## src/pkg/paz_params.svh

```systemverilog
`ifndef PAZ_PARAMS_SVH
`define PAZ_PARAMS_SVH
// Register byte offsets
`define PAZ_OFF_BOUNDS 8'hE8
`define PAZ_OFF_CTRL 8'hE4
// Field positions in the bounds register
`define PAZ_YEND_HI 29
`define PAZ_YEND_LO 24
`define PAZ_XEND_HI 21
`define PAZ_XEND_LO 16
`define PAZ_YSTA_HI 13
`define PAZ_YSTA_LO 8
`define PAZ_XSTA_HI 5
`define PAZ_XSTA_LO 0
// Writable bits of the bounds register
`define PAZ_BOUNDS_MASK 32'h3F3F3F3F
`define PAZ_BOUNDS_RST 32'h00000000
// Control register bits
`define PAZ_CTRL_EN_BIT 4
`define PAZ_CTRL_TYPE_BIT 3
`define PAZ_CTRL_MASK 32'h00000018
`define PAZ_CTRL_RST 32'h00000000
// Bound units: 8 lines / 8 pixels, shift by 3
`define PAZ_UNIT_SHIFT 3
// Panel interface type code of the partial-refresh panel
`define PAZ_PANEL_PARTIAL 3'h3
`endif

```

## src/pkg/paz_pkg.sv

```systemverilog
package paz_pkg;
  typedef enum logic [1:0] {
    PAZ_IDLE = 2'b01,
    PAZ_DONE = 2'b10
  } paz_bus_st_t;
endpackage

```

## src/hw/paz_area_zero.sv

```systemverilog
`timescale 1ns/1ps
`include "paz_params.svh"
// Functional notes
// - Y end at bits 29-24, 8-line units
// - X end at bits 21-16, 8-pixel units
// - Y start at bits 13-8, 8-line units
// - X start at bits 5-0, 8-pixel units
// - Bounds act only for partial-refresh panel
// - Bounds act only while partial enable set
// - Stripe uses Y only; block uses both
module paz_area_zero
  import paz_pkg::*;
(
  // Clock and reset
  input wire logic clk_in,
  input wire logic sys_rst_in,
  // Avalon-MM slave
  input wire logic [7:0] avs_address_in,
  input wire logic avs_read_in,
  input wire logic avs_write_in,
  input wire logic [31:0] avs_writedata_in,
  input wire logic [3:0] avs_byteenable_in,
  output logic [31:0] avs_readdata_out,
  output logic avs_waitrequest_out,
  // Panel timing side
  input wire logic [2:0] panel_type_in,
  input wire logic [8:0] line_in,
  input wire logic [8:0] pixel_in,
  // Area status
  output logic area_active_out,
  output logic partial_en_out,
  output logic block_type_out,
  output logic [31:0] bounds_out
);
  // ----------------------------------------------------------------
  // Bus handshake
  // ----------------------------------------------------------------
  paz_bus_st_t st_q, st_d;
  logic [31:0] bounds_q, ctrl_q, rdata_q;
  wire req_w = avs_read_in | avs_write_in;
  wire take_w = req_w && (st_q == PAZ_IDLE);
  wire ack_w = req_w && (st_q == PAZ_DONE);
  wire hit_bounds_w = avs_address_in == `PAZ_OFF_BOUNDS;
  wire hit_ctrl_w = avs_address_in == `PAZ_OFF_CTRL;
  wire [31:0] be_mask_w = {{8{avs_byteenable_in[3]}}, {8{avs_byteenable_in[2]}},
                           {8{avs_byteenable_in[1]}}, {8{avs_byteenable_in[0]}}};
  wire [31:0] bounds_wr_w = ((bounds_q & ~be_mask_w) | (avs_writedata_in & be_mask_w))
                            & `PAZ_BOUNDS_MASK;
  wire [31:0] ctrl_wr_w = ((ctrl_q & ~be_mask_w) | (avs_writedata_in & be_mask_w))
                          & `PAZ_CTRL_MASK;
  wire [31:0] rsel_w = hit_bounds_w ? bounds_q : (hit_ctrl_w ? ctrl_q : 32'h00000000);
  // Writes land on the acknowledge edge, where the master sees waitrequest low
  wire wr_bounds_w = ack_w && avs_write_in && hit_bounds_w;
  wire wr_ctrl_w = ack_w && avs_write_in && hit_ctrl_w;

  always_comb begin
    unique case (st_q)
      PAZ_IDLE: st_d = take_w ? PAZ_DONE : PAZ_IDLE;
      PAZ_DONE: st_d = PAZ_IDLE;
      default: st_d = PAZ_IDLE;
    endcase
  end

  // Answer one cycle after the request is seen
  assign avs_waitrequest_out = req_w && (st_q != PAZ_DONE);
  assign avs_readdata_out = rdata_q;

  always_ff @(posedge clk_in or posedge sys_rst_in) begin
    if (sys_rst_in) begin
      st_q <= PAZ_IDLE;
      rdata_q <= 32'h00000000;
    end else begin
      st_q <= st_d;
      if (take_w && avs_read_in) begin
        rdata_q <= rsel_w;
      end
    end
  end

  // ----------------------------------------------------------------
  // Registers
  // ----------------------------------------------------------------
  always_ff @(posedge clk_in or posedge sys_rst_in) begin
    if (sys_rst_in) begin
      bounds_q <= `PAZ_BOUNDS_RST;
      ctrl_q <= `PAZ_CTRL_RST;
    end else begin
      if (wr_bounds_w) begin
        bounds_q <= bounds_wr_w;
      end
      if (wr_ctrl_w) begin
        ctrl_q <= ctrl_wr_w;
      end
    end
  end

  // ----------------------------------------------------------------
  // Area decision
  // ----------------------------------------------------------------
  wire [5:0] y_end_w = bounds_q[`PAZ_YEND_HI:`PAZ_YEND_LO];
  wire [5:0] x_end_w = bounds_q[`PAZ_XEND_HI:`PAZ_XEND_LO];
  wire [5:0] y_sta_w = bounds_q[`PAZ_YSTA_HI:`PAZ_YSTA_LO];
  wire [5:0] x_sta_w = bounds_q[`PAZ_XSTA_HI:`PAZ_XSTA_LO];
  wire en_w = ctrl_q[`PAZ_CTRL_EN_BIT];
  wire blk_w = ctrl_q[`PAZ_CTRL_TYPE_BIT];
  wire panel_ok_w = panel_type_in == `PAZ_PANEL_PARTIAL;
  logic in_y_w, in_x_w;

  paz_range_cmp u_cmp_y (
    .pos_in(line_in),
    .start_in(y_sta_w),
    .end_in(y_end_w),
    .inside_out(in_y_w)
  );

  paz_range_cmp u_cmp_x (
    .pos_in(pixel_in),
    .start_in(x_sta_w),
    .end_in(x_end_w),
    .inside_out(in_x_w)
  );

  wire hit_w = in_y_w && (!blk_w || in_x_w);
  wire active_d = panel_ok_w && en_w && hit_w;
  logic active_q;

  always_ff @(posedge clk_in or posedge sys_rst_in) begin
    if (sys_rst_in) begin
      active_q <= 1'b0;
    end else begin
      active_q <= active_d;
    end
  end

  assign area_active_out = active_q;
  assign partial_en_out = en_w;
  assign block_type_out = blk_w;
  assign bounds_out = bounds_q;

  // ----------------------------------------------------------------
  // Checks
  // ----------------------------------------------------------------
  unused_zero_a: assert property (@(posedge clk_in) disable iff (sys_rst_in)
    (bounds_q & ~`PAZ_BOUNDS_MASK) == 32'h00000000)
    else $error("reserved bound bits set");

  write_store_a: assert property (@(posedge clk_in) disable iff (sys_rst_in)
    wr_bounds_w && (avs_byteenable_in == 4'hF)
    |=> bounds_q == ($past(avs_writedata_in) & `PAZ_BOUNDS_MASK))
    else $error("bounds write lost");

  wrong_panel_a: assert property (@(posedge clk_in) disable iff (sys_rst_in)
    !panel_ok_w |=> !area_active_out)
    else $error("area active on other panel");

  enable_gate_a: assert property (@(posedge clk_in) disable iff (sys_rst_in)
    !en_w |=> !area_active_out)
    else $error("area active while disabled");

  stripe_mode_a: assert property (@(posedge clk_in) disable iff (sys_rst_in)
    panel_ok_w && en_w && !blk_w |=> area_active_out == $past(in_y_w))
    else $error("stripe ignores x wrong");

  block_mode_a: assert property (@(posedge clk_in) disable iff (sys_rst_in)
    panel_ok_w && en_w && blk_w |=> area_active_out == $past(in_y_w && in_x_w))
    else $error("block area wrong");

  xstart_field_a: assert property (@(posedge clk_in) disable iff (sys_rst_in)
    in_x_w |-> pixel_in >= {x_sta_w, 3'h0})
    else $error("x start unit wrong");

  yend_field_a: assert property (@(posedge clk_in) disable iff (sys_rst_in)
    in_y_w |-> line_in <= {y_end_w, 3'h7})
    else $error("y end unit wrong");

  bus_answer_a: assert property (@(posedge clk_in) disable iff (sys_rst_in)
    take_w |=> !avs_waitrequest_out)
    else $error("bus answer late");

  // ----------------------------------------------------------------
  // Bus checks
  // ----------------------------------------------------------------
  state_onehot_a: assert property (@(posedge clk_in) disable iff (sys_rst_in)
    $onehot(st_q))
    else $error("bus state not one-hot");

  wait_first_a: assert property (@(posedge clk_in) disable iff (sys_rst_in)
    take_w |-> avs_waitrequest_out)
    else $error("first cycle not held");

  done_once_a: assert property (@(posedge clk_in) disable iff (sys_rst_in)
    st_q == PAZ_DONE |=> st_q == PAZ_IDLE)
    else $error("answer lasts too long");

  idle_stay_a: assert property (@(posedge clk_in) disable iff (sys_rst_in)
    !req_w && (st_q == PAZ_IDLE) |=> st_q == PAZ_IDLE)
    else $error("bus state moved while idle");

  no_wait_idle_a: assert property (@(posedge clk_in) disable iff (sys_rst_in)
    !req_w |-> !avs_waitrequest_out)
    else $error("waitrequest without request");

  read_bounds_a: assert property (@(posedge clk_in) disable iff (sys_rst_in)
    take_w && avs_read_in && hit_bounds_w |=> avs_readdata_out == $past(bounds_q))
    else $error("bounds read data wrong");

  read_masked_a: assert property (@(posedge clk_in) disable iff (sys_rst_in)
    take_w && avs_read_in && hit_bounds_w
    |=> (avs_readdata_out & ~`PAZ_BOUNDS_MASK) == 32'h00000000)
    else $error("reserved bits read back");

  read_ctrl_a: assert property (@(posedge clk_in) disable iff (sys_rst_in)
    take_w && avs_read_in && hit_ctrl_w |=> avs_readdata_out == $past(ctrl_q))
    else $error("control read data wrong");

  read_unmapped_a: assert property (@(posedge clk_in) disable iff (sys_rst_in)
    take_w && avs_read_in && !hit_bounds_w && !hit_ctrl_w
    |=> avs_readdata_out == 32'h00000000)
    else $error("unmapped read not zero");

  rdata_hold_a: assert property (@(posedge clk_in) disable iff (sys_rst_in)
    !(take_w && avs_read_in) |=> $stable(avs_readdata_out))
    else $error("read data changed unasked");

  // ----------------------------------------------------------------
  // Register checks
  // ----------------------------------------------------------------
  bounds_hold_a: assert property (@(posedge clk_in) disable iff (sys_rst_in)
    !wr_bounds_w |=> $stable(bounds_q))
    else $error("bounds changed without write");

  ctrl_hold_a: assert property (@(posedge clk_in) disable iff (sys_rst_in)
    !wr_ctrl_w |=> $stable(ctrl_q))
    else $error("control changed without write");

  ctrl_mask_a: assert property (@(posedge clk_in) disable iff (sys_rst_in)
    (ctrl_q & ~`PAZ_CTRL_MASK) == 32'h00000000)
    else $error("control reserved bits set");

  ctrl_store_a: assert property (@(posedge clk_in) disable iff (sys_rst_in)
    wr_ctrl_w && (avs_byteenable_in == 4'hF)
    |=> ctrl_q == ($past(avs_writedata_in) & `PAZ_CTRL_MASK))
    else $error("control write lost");

  unmapped_write_a: assert property (@(posedge clk_in) disable iff (sys_rst_in)
    ack_w && avs_write_in && !hit_bounds_w && !hit_ctrl_w
    |=> $stable(bounds_q) && $stable(ctrl_q))
    else $error("unmapped write changed state");

  yend_keep_a: assert property (@(posedge clk_in) disable iff (sys_rst_in)
    wr_bounds_w && !avs_byteenable_in[3] |=> y_end_w == $past(y_end_w))
    else $error("y end lane not kept");

  xend_keep_a: assert property (@(posedge clk_in) disable iff (sys_rst_in)
    wr_bounds_w && !avs_byteenable_in[2] |=> x_end_w == $past(x_end_w))
    else $error("x end lane not kept");

  ysta_keep_a: assert property (@(posedge clk_in) disable iff (sys_rst_in)
    wr_bounds_w && !avs_byteenable_in[1] |=> y_sta_w == $past(y_sta_w))
    else $error("y start lane not kept");

  xsta_keep_a: assert property (@(posedge clk_in) disable iff (sys_rst_in)
    wr_bounds_w && !avs_byteenable_in[0] |=> x_sta_w == $past(x_sta_w))
    else $error("x start lane not kept");

  yend_write_a: assert property (@(posedge clk_in) disable iff (sys_rst_in)
    wr_bounds_w && avs_byteenable_in[3]
    |=> y_end_w == $past(avs_writedata_in[`PAZ_YEND_HI:`PAZ_YEND_LO]))
    else $error("y end lane not written");

  xend_write_a: assert property (@(posedge clk_in) disable iff (sys_rst_in)
    wr_bounds_w && avs_byteenable_in[2]
    |=> x_end_w == $past(avs_writedata_in[`PAZ_XEND_HI:`PAZ_XEND_LO]))
    else $error("x end lane not written");

  ysta_write_a: assert property (@(posedge clk_in) disable iff (sys_rst_in)
    wr_bounds_w && avs_byteenable_in[1]
    |=> y_sta_w == $past(avs_writedata_in[`PAZ_YSTA_HI:`PAZ_YSTA_LO]))
    else $error("y start lane not written");

  xsta_write_a: assert property (@(posedge clk_in) disable iff (sys_rst_in)
    wr_bounds_w && avs_byteenable_in[0]
    |=> x_sta_w == $past(avs_writedata_in[`PAZ_XSTA_HI:`PAZ_XSTA_LO]))
    else $error("x start lane not written");

  // ----------------------------------------------------------------
  // Area checks
  // ----------------------------------------------------------------
  yrange_unit_a: assert property (@(posedge clk_in) disable iff (sys_rst_in)
    in_y_w == ((line_in[8:`PAZ_UNIT_SHIFT] >= y_sta_w)
               && (line_in[8:`PAZ_UNIT_SHIFT] <= y_end_w)))
    else $error("y range in line units wrong");

  xrange_unit_a: assert property (@(posedge clk_in) disable iff (sys_rst_in)
    in_x_w == ((pixel_in[8:`PAZ_UNIT_SHIFT] >= x_sta_w)
               && (pixel_in[8:`PAZ_UNIT_SHIFT] <= x_end_w)))
    else $error("x range in pixel units wrong");

  xend_field_a: assert property (@(posedge clk_in) disable iff (sys_rst_in)
    in_x_w |-> pixel_in <= {x_end_w, 3'h7})
    else $error("x end unit wrong");

  ystart_field_a: assert property (@(posedge clk_in) disable iff (sys_rst_in)
    in_y_w |-> line_in >= {y_sta_w, 3'h0})
    else $error("y start unit wrong");

  outside_y_a: assert property (@(posedge clk_in) disable iff (sys_rst_in)
    !in_y_w |=> !area_active_out)
    else $error("area active outside lines");

  block_x_a: assert property (@(posedge clk_in) disable iff (sys_rst_in)
    blk_w && !in_x_w |=> !area_active_out)
    else $error("block area ignores x");

  stripe_x_free_a: assert property (@(posedge clk_in) disable iff (sys_rst_in)
    panel_ok_w && en_w && !blk_w && in_y_w |=> area_active_out)
    else $error("stripe area missed");

  active_cause_a: assert property (@(posedge clk_in) disable iff (sys_rst_in)
    area_active_out |-> $past(panel_ok_w && en_w))
    else $error("area active without cause");
endmodule

```

## src/hw/paz_range_cmp.sv

```systemverilog
`timescale 1ns/1ps
`include "paz_params.svh"
// Tests a position against a start/end bound pair given in units of 8
module paz_range_cmp
  import paz_pkg::*;
(
  // Position and bounds
  input wire logic [8:0] pos_in,
  input wire logic [5:0] start_in,
  input wire logic [5:0] end_in,
  // Result
  output logic inside_out
);
  wire [8:0] lo_w = {start_in, 3'h0};
  wire [8:0] hi_w = {end_in, 3'h7};
  assign inside_out = (pos_in >= lo_w) && (pos_in <= hi_w);
endmodule

```

## config.mk

```make
export PLATFORM = sky130hd
export DESIGN_NAME = paz_area_zero
export DESIGN_NICKNAME = d
export VERILOG_FILES = /design/src/pkg/paz_pkg.sv /design/src/hw/paz_area_zero.sv /design/src/hw/paz_range_cmp.sv
export VERILOG_INCLUDE_DIRS = /design/src /design/src/pkg
export SDC_FILE = /design/constraint.sdc
export NUM_CORES = 1
export LEC_CHECK = 0
export CAP_MARGIN = 20
export CORE_MARGIN = 3
export CORE_UTILIZATION = 50
export CTS_CLUSTER_SIZE = 24
export DETAILED_ROUTE_END_ITERATION = 10
export DONT_BUFFER_PORTS = 1
export HOLD_SLACK_MARGIN = 0.1
export PLACE_DENSITY = 0.66
export SLEW_MARGIN = 20
export SYNTH_ARGS = -nofsm -noshare
export SYNTH_HDL_FRONTEND = slang
export SYNTH_SLANG_ARGS = --single-unit
```

## constraint.sdc

```tcl
create_clock -name clk_in -period 4.15 [get_ports clk_in]
set_input_delay 0 -clock clk_in [delete_from_list [all_inputs] [get_ports clk_in]]
set_output_delay 0 -clock clk_in [all_outputs]
set_load 0.02 [all_outputs]
```

==> qor.csv, run 1 <==
stage,metric,value,unit
setup_path,critical_path.max_fanout,4,
setup_path,crit_chain,"inv_1, ha_1, nand4_1, dlygate4sd3_1, nor2_1, a21oi_1, dlygate4sd3_1, nor3b_1, dlygate4sd3_1",
floorplan,rows,26,
final_layout,diodes,0,
cts,cts_root_buffer,clkbuf_8,
worst_hold_path,hold-path-endpoint,avs_readdata_out[3],
setup_path,path_class,flip-flop to flip-flop,
cts,cts_buffers,5,
route,drt-initial-drc-count,74,
setup_path,slowest_delay,0.56,ns
cts,cts_hold_buf,61,
route,vias,2012,
global_route,grt_overflow,0,
setup_path,timing.rr.end,area_active_out,
setup_path,cp_common_cell,dlygate4sd3_1,
cts,post_cts_buffers,0,
worst_hold_path,hp-start,avs_address_in[3],
power,p_leak,1.79,nW
cts,clkSinkCount,53,
setup_path,endpoint_kind,flip-flop,
sta,max_slew.worst_pin.slew,1.04,ns
placement,place_inst,304,
floorplan,ios,137,
floorplan,fp.coreArea,5340,um2
logic_synthesis,synth_cell_type_count,35,
sta,fin_crit,3.01,ns
sta,finClkSkew,0.00198,ns
route,avgRoutedWirePerCell,18.4,um
worst_hold_path,hp-class,primary input to flip-flop,
global_route,antenna_found_initial,0,
sta,slew_headroom,30.4,%
floorplan,die_x,81.8,um
power,power_density,268,nW/um2
cts,htreeDepth,2,
worst_hold_path,holdPathStages,3,
logic_synthesis,synth_seq_cells,53,
setup_path,cp.arrival,3.24,ns
sta,fin_crit_sh,72.5,%
final_layout,area_growth,24.7,%
route,first_pass_iters,4,
route,detail-route-antenna-nets,0,
global_route,grt_pass1_wl,10.8,mm
placement,dpl.hpwl,4.76,mm
logic_synthesis,synth_area,2870,um2
route,wirelength,6.88,mm
sta,hold_viol_final,0,
setup_path,critical_path_required,4.38,ns
setup_path,slowest_stage,dlygate4sd3_1,
setup_path,critical_path_buf_inv_count,4,
final_layout,fin_cells,373,
setup_path,r2r_cells,9,
setup_path,reg2reg_setup_slack,1.14,ns
global_route,track_usage,21.3,%
sta,max_freq,333,MHz
power,vdd_ir_drop_max,0.185,mV
sta,setup_viol,0,
logic_synthesis,yosys_warnings,0,
global_route,grt_max_degree,54,
job,maxCapViolCount,0,
logic_synthesis,syn_area_per_cell,12.1,um2
floorplan,fp.dieH,81.8,um
cts,clkLatencyLatePin,0.29,ns
setup_path,startpoint_type,flip-flop,
cts,cts_tree,done,
run_status,status,"finished, final reports clean",
global_route,grt_pass1_vias,2205,
sta,grt_setup_unrepaired,false,
floorplan,die-area,6690,um2
floorplan,start_util,53.8,%
placement,port_buffers,0,
final_layout,drive_above_1_share,13.9,%
sta,final_max_slew_viol_count,0,
final_layout,fin_nets,395,
logic_synthesis,synthCells,238,
cts,cts_buffer_depth,2,
sta,tns,0,ns
setup_path,crit_family,buffers and inverters,
cts,cts_resized,0,
route,avgViaCountPerCell,5.39,
logic_synthesis,yosysSeqAreaShare,46.2,%
route,drc,0,
placement,gp_congestion,0.800,
cts,clkTransAtPathRegs,0.09,ns
[logic make-up (layout without fill, tap and decap cells)]
family	after synthesis	count (layout)	synth area share, %
DFF	53	53	46.2
buffers and inverters	47	97	8.32
AOI/OAI and AO/OA	44	44	11.5
and+or+nand+nor	43	43	10.1
muxes	26	26	13.3
adders and majority gates	24	24	10.5
other	1	16	0.131
[worst reg2reg max path: cells and delay by family (launching register included)]
family          cells  cell delay, ns
compound gates      1            0.06
fa+ha+maj           1            0.28
buf+inv             4            1.77
flops               1            0.52
simple gates        3            0.33
[worst max path at each step]
stage              start                   end  slack (ns)  cells past startpoint
5_1_grt        flip-flop       area_active_out        0.97                      9
3_5_place_dp     st_q[0]  avs_readdata_out[24]        1.98                      5
4_1_cts        flip-flop       area_active_out        1.13                      9
3_3_place_gp     st_q[0]   avs_readdata_out[8]        2.05                      5
2_1_floorplan  flip-flop       area_active_out        2.58                      6
6_report       flip-flop       area_active_out        1.14                      9
[cells in the mapped netlist]
library cell | number | area share (%)
dfrtp_1 | 52 | 45
inv_1 | 27 | 3.5
ha_1 | 24 | 10
mux2_4 | 24 | 13
a22o_1 | 22 | 6.7
buf_4 | 16 | 4.2
nand2_1 | 9 | 1.2
a21oi_1 | 8 | 1.4
nand4_1 | 5 | 1.1
nor2_1 | 5 | 0.65
nor2b_1 | 5 | 1.1
nand2_4 | 4 | 1.6
nand4b_1 | 4 | 1.2
o21ai_0 | 4 | 0.70
nand3_1 | 3 | 0.52
a211oi_1 | 2 | 0.52
a22oi_1 | 2 | 0.52
buf_2 | 2 | 0.35
clkbuf_1 | 2 | 0.26
mux2_2 | 2 | 0.78
nor3b_1 | 2 | 0.52
a21o_1 | 1 | 0.26
and3_4 | 1 | 0.39
conb_1 | 1 | 0.13
dfstp_2 | 1 | 0.92
nor3_1 | 1 | 0.17
nor4_1 | 1 | 0.22
nor4b_1 | 1 | 0.31
nor4b_4 | 1 | 0.83
o211ai_1 | 1 | 0.26
o221ai_1 | 1 | 0.31
o22ai_1 | 1 | 0.22
o31a_1 | 1 | 0.31
o31ai_1 | 1 | 0.26
or2_4 | 1 | 0.31
[stage by stage]
step | setup WS (ns) | power [mW] | utilization, % | instance area [um2] | hold slack (ns)
after floorplan | 2.58 | 0.652 | - | 2930 | 0.149
after CTS | 1.13 | 0.970 | 67.1 | 3580 | 0.135
after global routing | 0.972 | 1.01 | 67.1 | 3580 | 0.174
after global placement | 2.05 | 0.663 | 54.1 | 2890 | 0.149
final | 1.14 | 0.960 | 67.1 | 3580 | 0.162
after detailed placement | 1.98 | 0.667 | 54.1 | 2890 | 0.151
[power breakdown]
group | switching, mW | internal (mW) | total (mW)
combinational | 0.0891 | 0.0562 | 0.145
sequential | 0.0100 | 0.531 | 0.541
clock | 0.153 | 0.120 | 0.273
total | 0.252 | 0.708 | 0.960
[layout make-up]
type / instances / area (um2)
fillers: 439 / 1760
multi-input cells: 153 / 1360
flip-flops and latches: 53 / 1330
repair buffers: 62 / 618
inverters: 27 / 103
well taps: 70 / 87.6
clock buffers: 8 / 80.1
[routing by layer]
metal	wire (um)	GRT usage (%)	up-vias
met5	0	0	-
met4	45	4.15	0
met3	659	8.00	4
met2	3510	38.4	84
met1	2660	24.0	985
li1	-	-	939
[cell usage in the layout (no fill, tap or decap), types with 2 or more instances in the layout]
master         count
nor3b_1            2
nand4b_1           4
dfrtp_1           52
conb_1            16
mux2_4            24
o21ai_0            4
nand2_4            4
clkbuf_1           3
ha_1              24
a22oi_1            2
a22o_1            22
clkbuf_8           5
a211oi_1           2
mux2_2             2
nand2_1            9
nand3_1            3
nor2b_1            4
a21oi_1            8
dlygate4sd3_1     61
nand4_1            5
inv_1             26
nor2_1             5
(Power assumes the default switching activity.)
==> run 2, diff against run 1 <==
--- a/config.mk
+++ b/config.mk
@@ -13,7 +13,7 @@
 export DETAILED_ROUTE_END_ITERATION = 10
 export DONT_BUFFER_PORTS = 1
 export HOLD_SLACK_MARGIN = 0.1
-export PLACE_DENSITY = 0.66
+export PLACE_DENSITY = 0.69
 export SLEW_MARGIN = 20
 export SYNTH_ARGS = -nofsm -noshare
 export SYNTH_HDL_FRONTEND = slang
==> constraint.sdc (replaced) <==
create_clock -name clk_in -period 2.6 [get_ports clk_in]
set_input_delay 0 -clock clk_in [delete_from_list [all_inputs] [get_ports clk_in]]
set_output_delay 0 -clock clk_in [all_outputs]
set_load 0.02 [all_outputs]
==> run 2 against run 1 <==
Sequential power rose by 60%; critical path depth is 1 lower; register-to-register slack worse by 0.93 ns; combinational power grew 57%; routed wire length is 0.64% higher; largest power group unchanged; clock skew increased by 0.0025 ns; highest routed layer unchanged; largest cell class unchanged; non-clock buffer count stayed put; critical path type unchanged; flip-flop and latch count did not move; final cell count stayed put.
==> qor.csv, run 2 (synthesized netlist as in run 1, its figures left out) <==
stage,metric,value,unit
run_status,status,"finished, final reports clean",
route,drc,0,
route,vias,2039,
setup_path,slowest_delay,0.56,ns
final_layout,final_common_cell,dlygate4sd3_1,
route,wl_met1,2.67,mm
power,power_density,430,nW/um2
sta,fin_crit_sh,92.0,%
route,routed-wl-met3,673,um
floorplan,fp.coreArea,5340,um2
cts,cts_tree,done,
global_route,grt_max_degree,54,
floorplan,ios,137,
floorplan,rows,26,
floorplan,die_x,81.8,um
route,detail-route-antenna-nets,0,
setup_path,crit_chain,"inv_1, ha_1, nand4_1, dlygate4sd3_1, nor2_1, a21oi_1, nor3b_1, dlygate4sd3_1",
floorplan,die-area,6690,um2
final_layout,layout_common_cells,"dlygate4sd3_1 (59), dfrtp_1 (51), inv_1 (26), mux2_4 (24), ha_1 (24)",
setup_path,endpoint_kind,flip-flop,
global_route,track_usage,21.2,%
setup_path,cp_common_cell,dlygate4sd3_1,
route,avgRoutedWirePerCell,18.6,um
placement,gp_congestion,0.763,
job,maxCapViolCount,0,
floorplan,start_util,53.8,%
sta,max_slew.worst_pin.slew,0.915,ns
setup_path,critical_path_buf_inv_count,3,
power,vdd_ir_drop_max,0.261,mV
setup_path,cp.arrival,2.63,ns
sta,fin_crit,2.39,ns
route,avgViaCountPerCell,5.47,
cts,clkLatencyLatePin,0.30,ns
sta,setup_viol,0,
final_layout,area_growth,24.5,%
cts,htreeDepth,2,
global_route,grt_pass1_wl,10.6,mm
global_route,grt_pass1_vias,2154,
route,wirelength,6.92,mm
sta,max_freq,418,MHz
cts,cts_buffer_depth,2,
global_route,antenna_found_initial,0,
sta,finClkSkew,0.00451,ns
cts,clkTransAtPathRegs,0.09,ns
final_layout,diodes,0,
route,first_pass_iters,4,
sta,hold_viol_final,0,
power,p_leak,1.79,nW
final_layout,fin_nets,395,
placement,dpl.hpwl,4.85,mm
sta,tns,0,ns
setup_path,critical_path_required,2.84,ns
final_layout,fin_cells,373,
sta,grt_setup_unrepaired,false,
route,drt-initial-drc-count,86,
route,dr_wl_met2,3.47,mm
worst_hold_path,hp-class,primary input to flip-flop,
cts,cts_buffers,5,
route,top_layer_used,met4,
setup_path,slowest_stage,dlygate4sd3_1,
setup_path,crit_family,buffers and inverters,
global_route,grt_overflow,0,
cts,cts_root_buffer,clkbuf_8,
final_layout,num-fill-cells,412,
placement,port_buffers,0,
cts,post_cts_buffers,0,
setup_path,critical_path.max_fanout,4,
setup_path,path_class,flip-flop to flip-flop,
sta,slew_headroom,39.0,%
setup_path,startpoint_type,flip-flop,
placement,place_inst,306,
cts,clkSinkCount,53,
sta,final_max_slew_viol_count,0,
floorplan,fp.dieH,81.8,um
final_layout,drive_above_1_share,14.9,%
[run 2: cell types whose count changed in the layout (fill, tap and decap cells not counted)]
| cell | previous run | this run |
|---|---|---|
| buf_4 | 1 | 3 |
| dfrtp_1 | 52 | 51 |
| dfrtp_2 | 0 | 1 |
| dlygate4sd3_1 | 61 | 59 |
[run 2: worst min-delay path, stage by stage]
cell and delay (ns):
nor4b_4 0.12, a22oi_1 0.18, o21ai_0 0.09
[run 2: cell type report]
type                            instances  area [um2]  area share (%)
Multi-Input combinational cell        153        1360            38.1
Sequential cell                        53        1330            37.2
Timing Repair Buffer                   62         613            17.1
Inverter                               27         103            2.87
Tap cell                               70        87.6            2.45
Clock buffer                            8        80.1            2.24
[run 2: routing by layer]
metal / vias to the layer above / track usage (%)
met1: 989 / 23.8
li1: 946 / -
met3: 13 / 7.46
met5: - / 0
met4: 0 / 6.64
met2: 91 / 37.6
[run 2: power by group]
part	switching (mW)	internal (mW)	leakage, nW
logic	0.140	0.0873	1.01
clock network	0.255	0.192	0.0395
registers	0.0163	0.848	0.733
total	0.412	1.13	1.79
[run 2: through the flow]
stage,area [um2],utilization (%),setup slack [ns],hold WS [ns],total power [mW]
final,3580,67.0,0.209,0.143,1.54
after global routing,3580,67.0,0.0864,0.172,1.61
after CTS,3570,67.0,0.118,0.139,1.55
after detailed placement,2900,54.4,0.786,0.151,1.06
after global placement,2900,54.4,0.807,0.149,1.06
after floorplan,2930,-,1.03,0.149,1.04
[run 2: final timing paths]
check	endpoint	from	slack [ns]	cells after the start
min	avs_readdata_out[4]	avs_address_in[3]	0.14	3
max	area_active_out	flip-flop	0.21	8
max in group asynchronous	asynchronous set/reset pin	sys_rst_in	1.68	2
min reg2reg	st_q[1]	st_q[1]	0.57	2
min in group asynchronous	asynchronous set/reset pin	sys_rst_in	0.32	2
max reg2reg	area_active_out	flip-flop	0.21	8
[run 2: timing repair]
item                                   CTS  global route
endpoints found under the hold margin   83             0
hold buffers                            59             0
setup endpoints to repair                0             1
resized for setup                        0             1
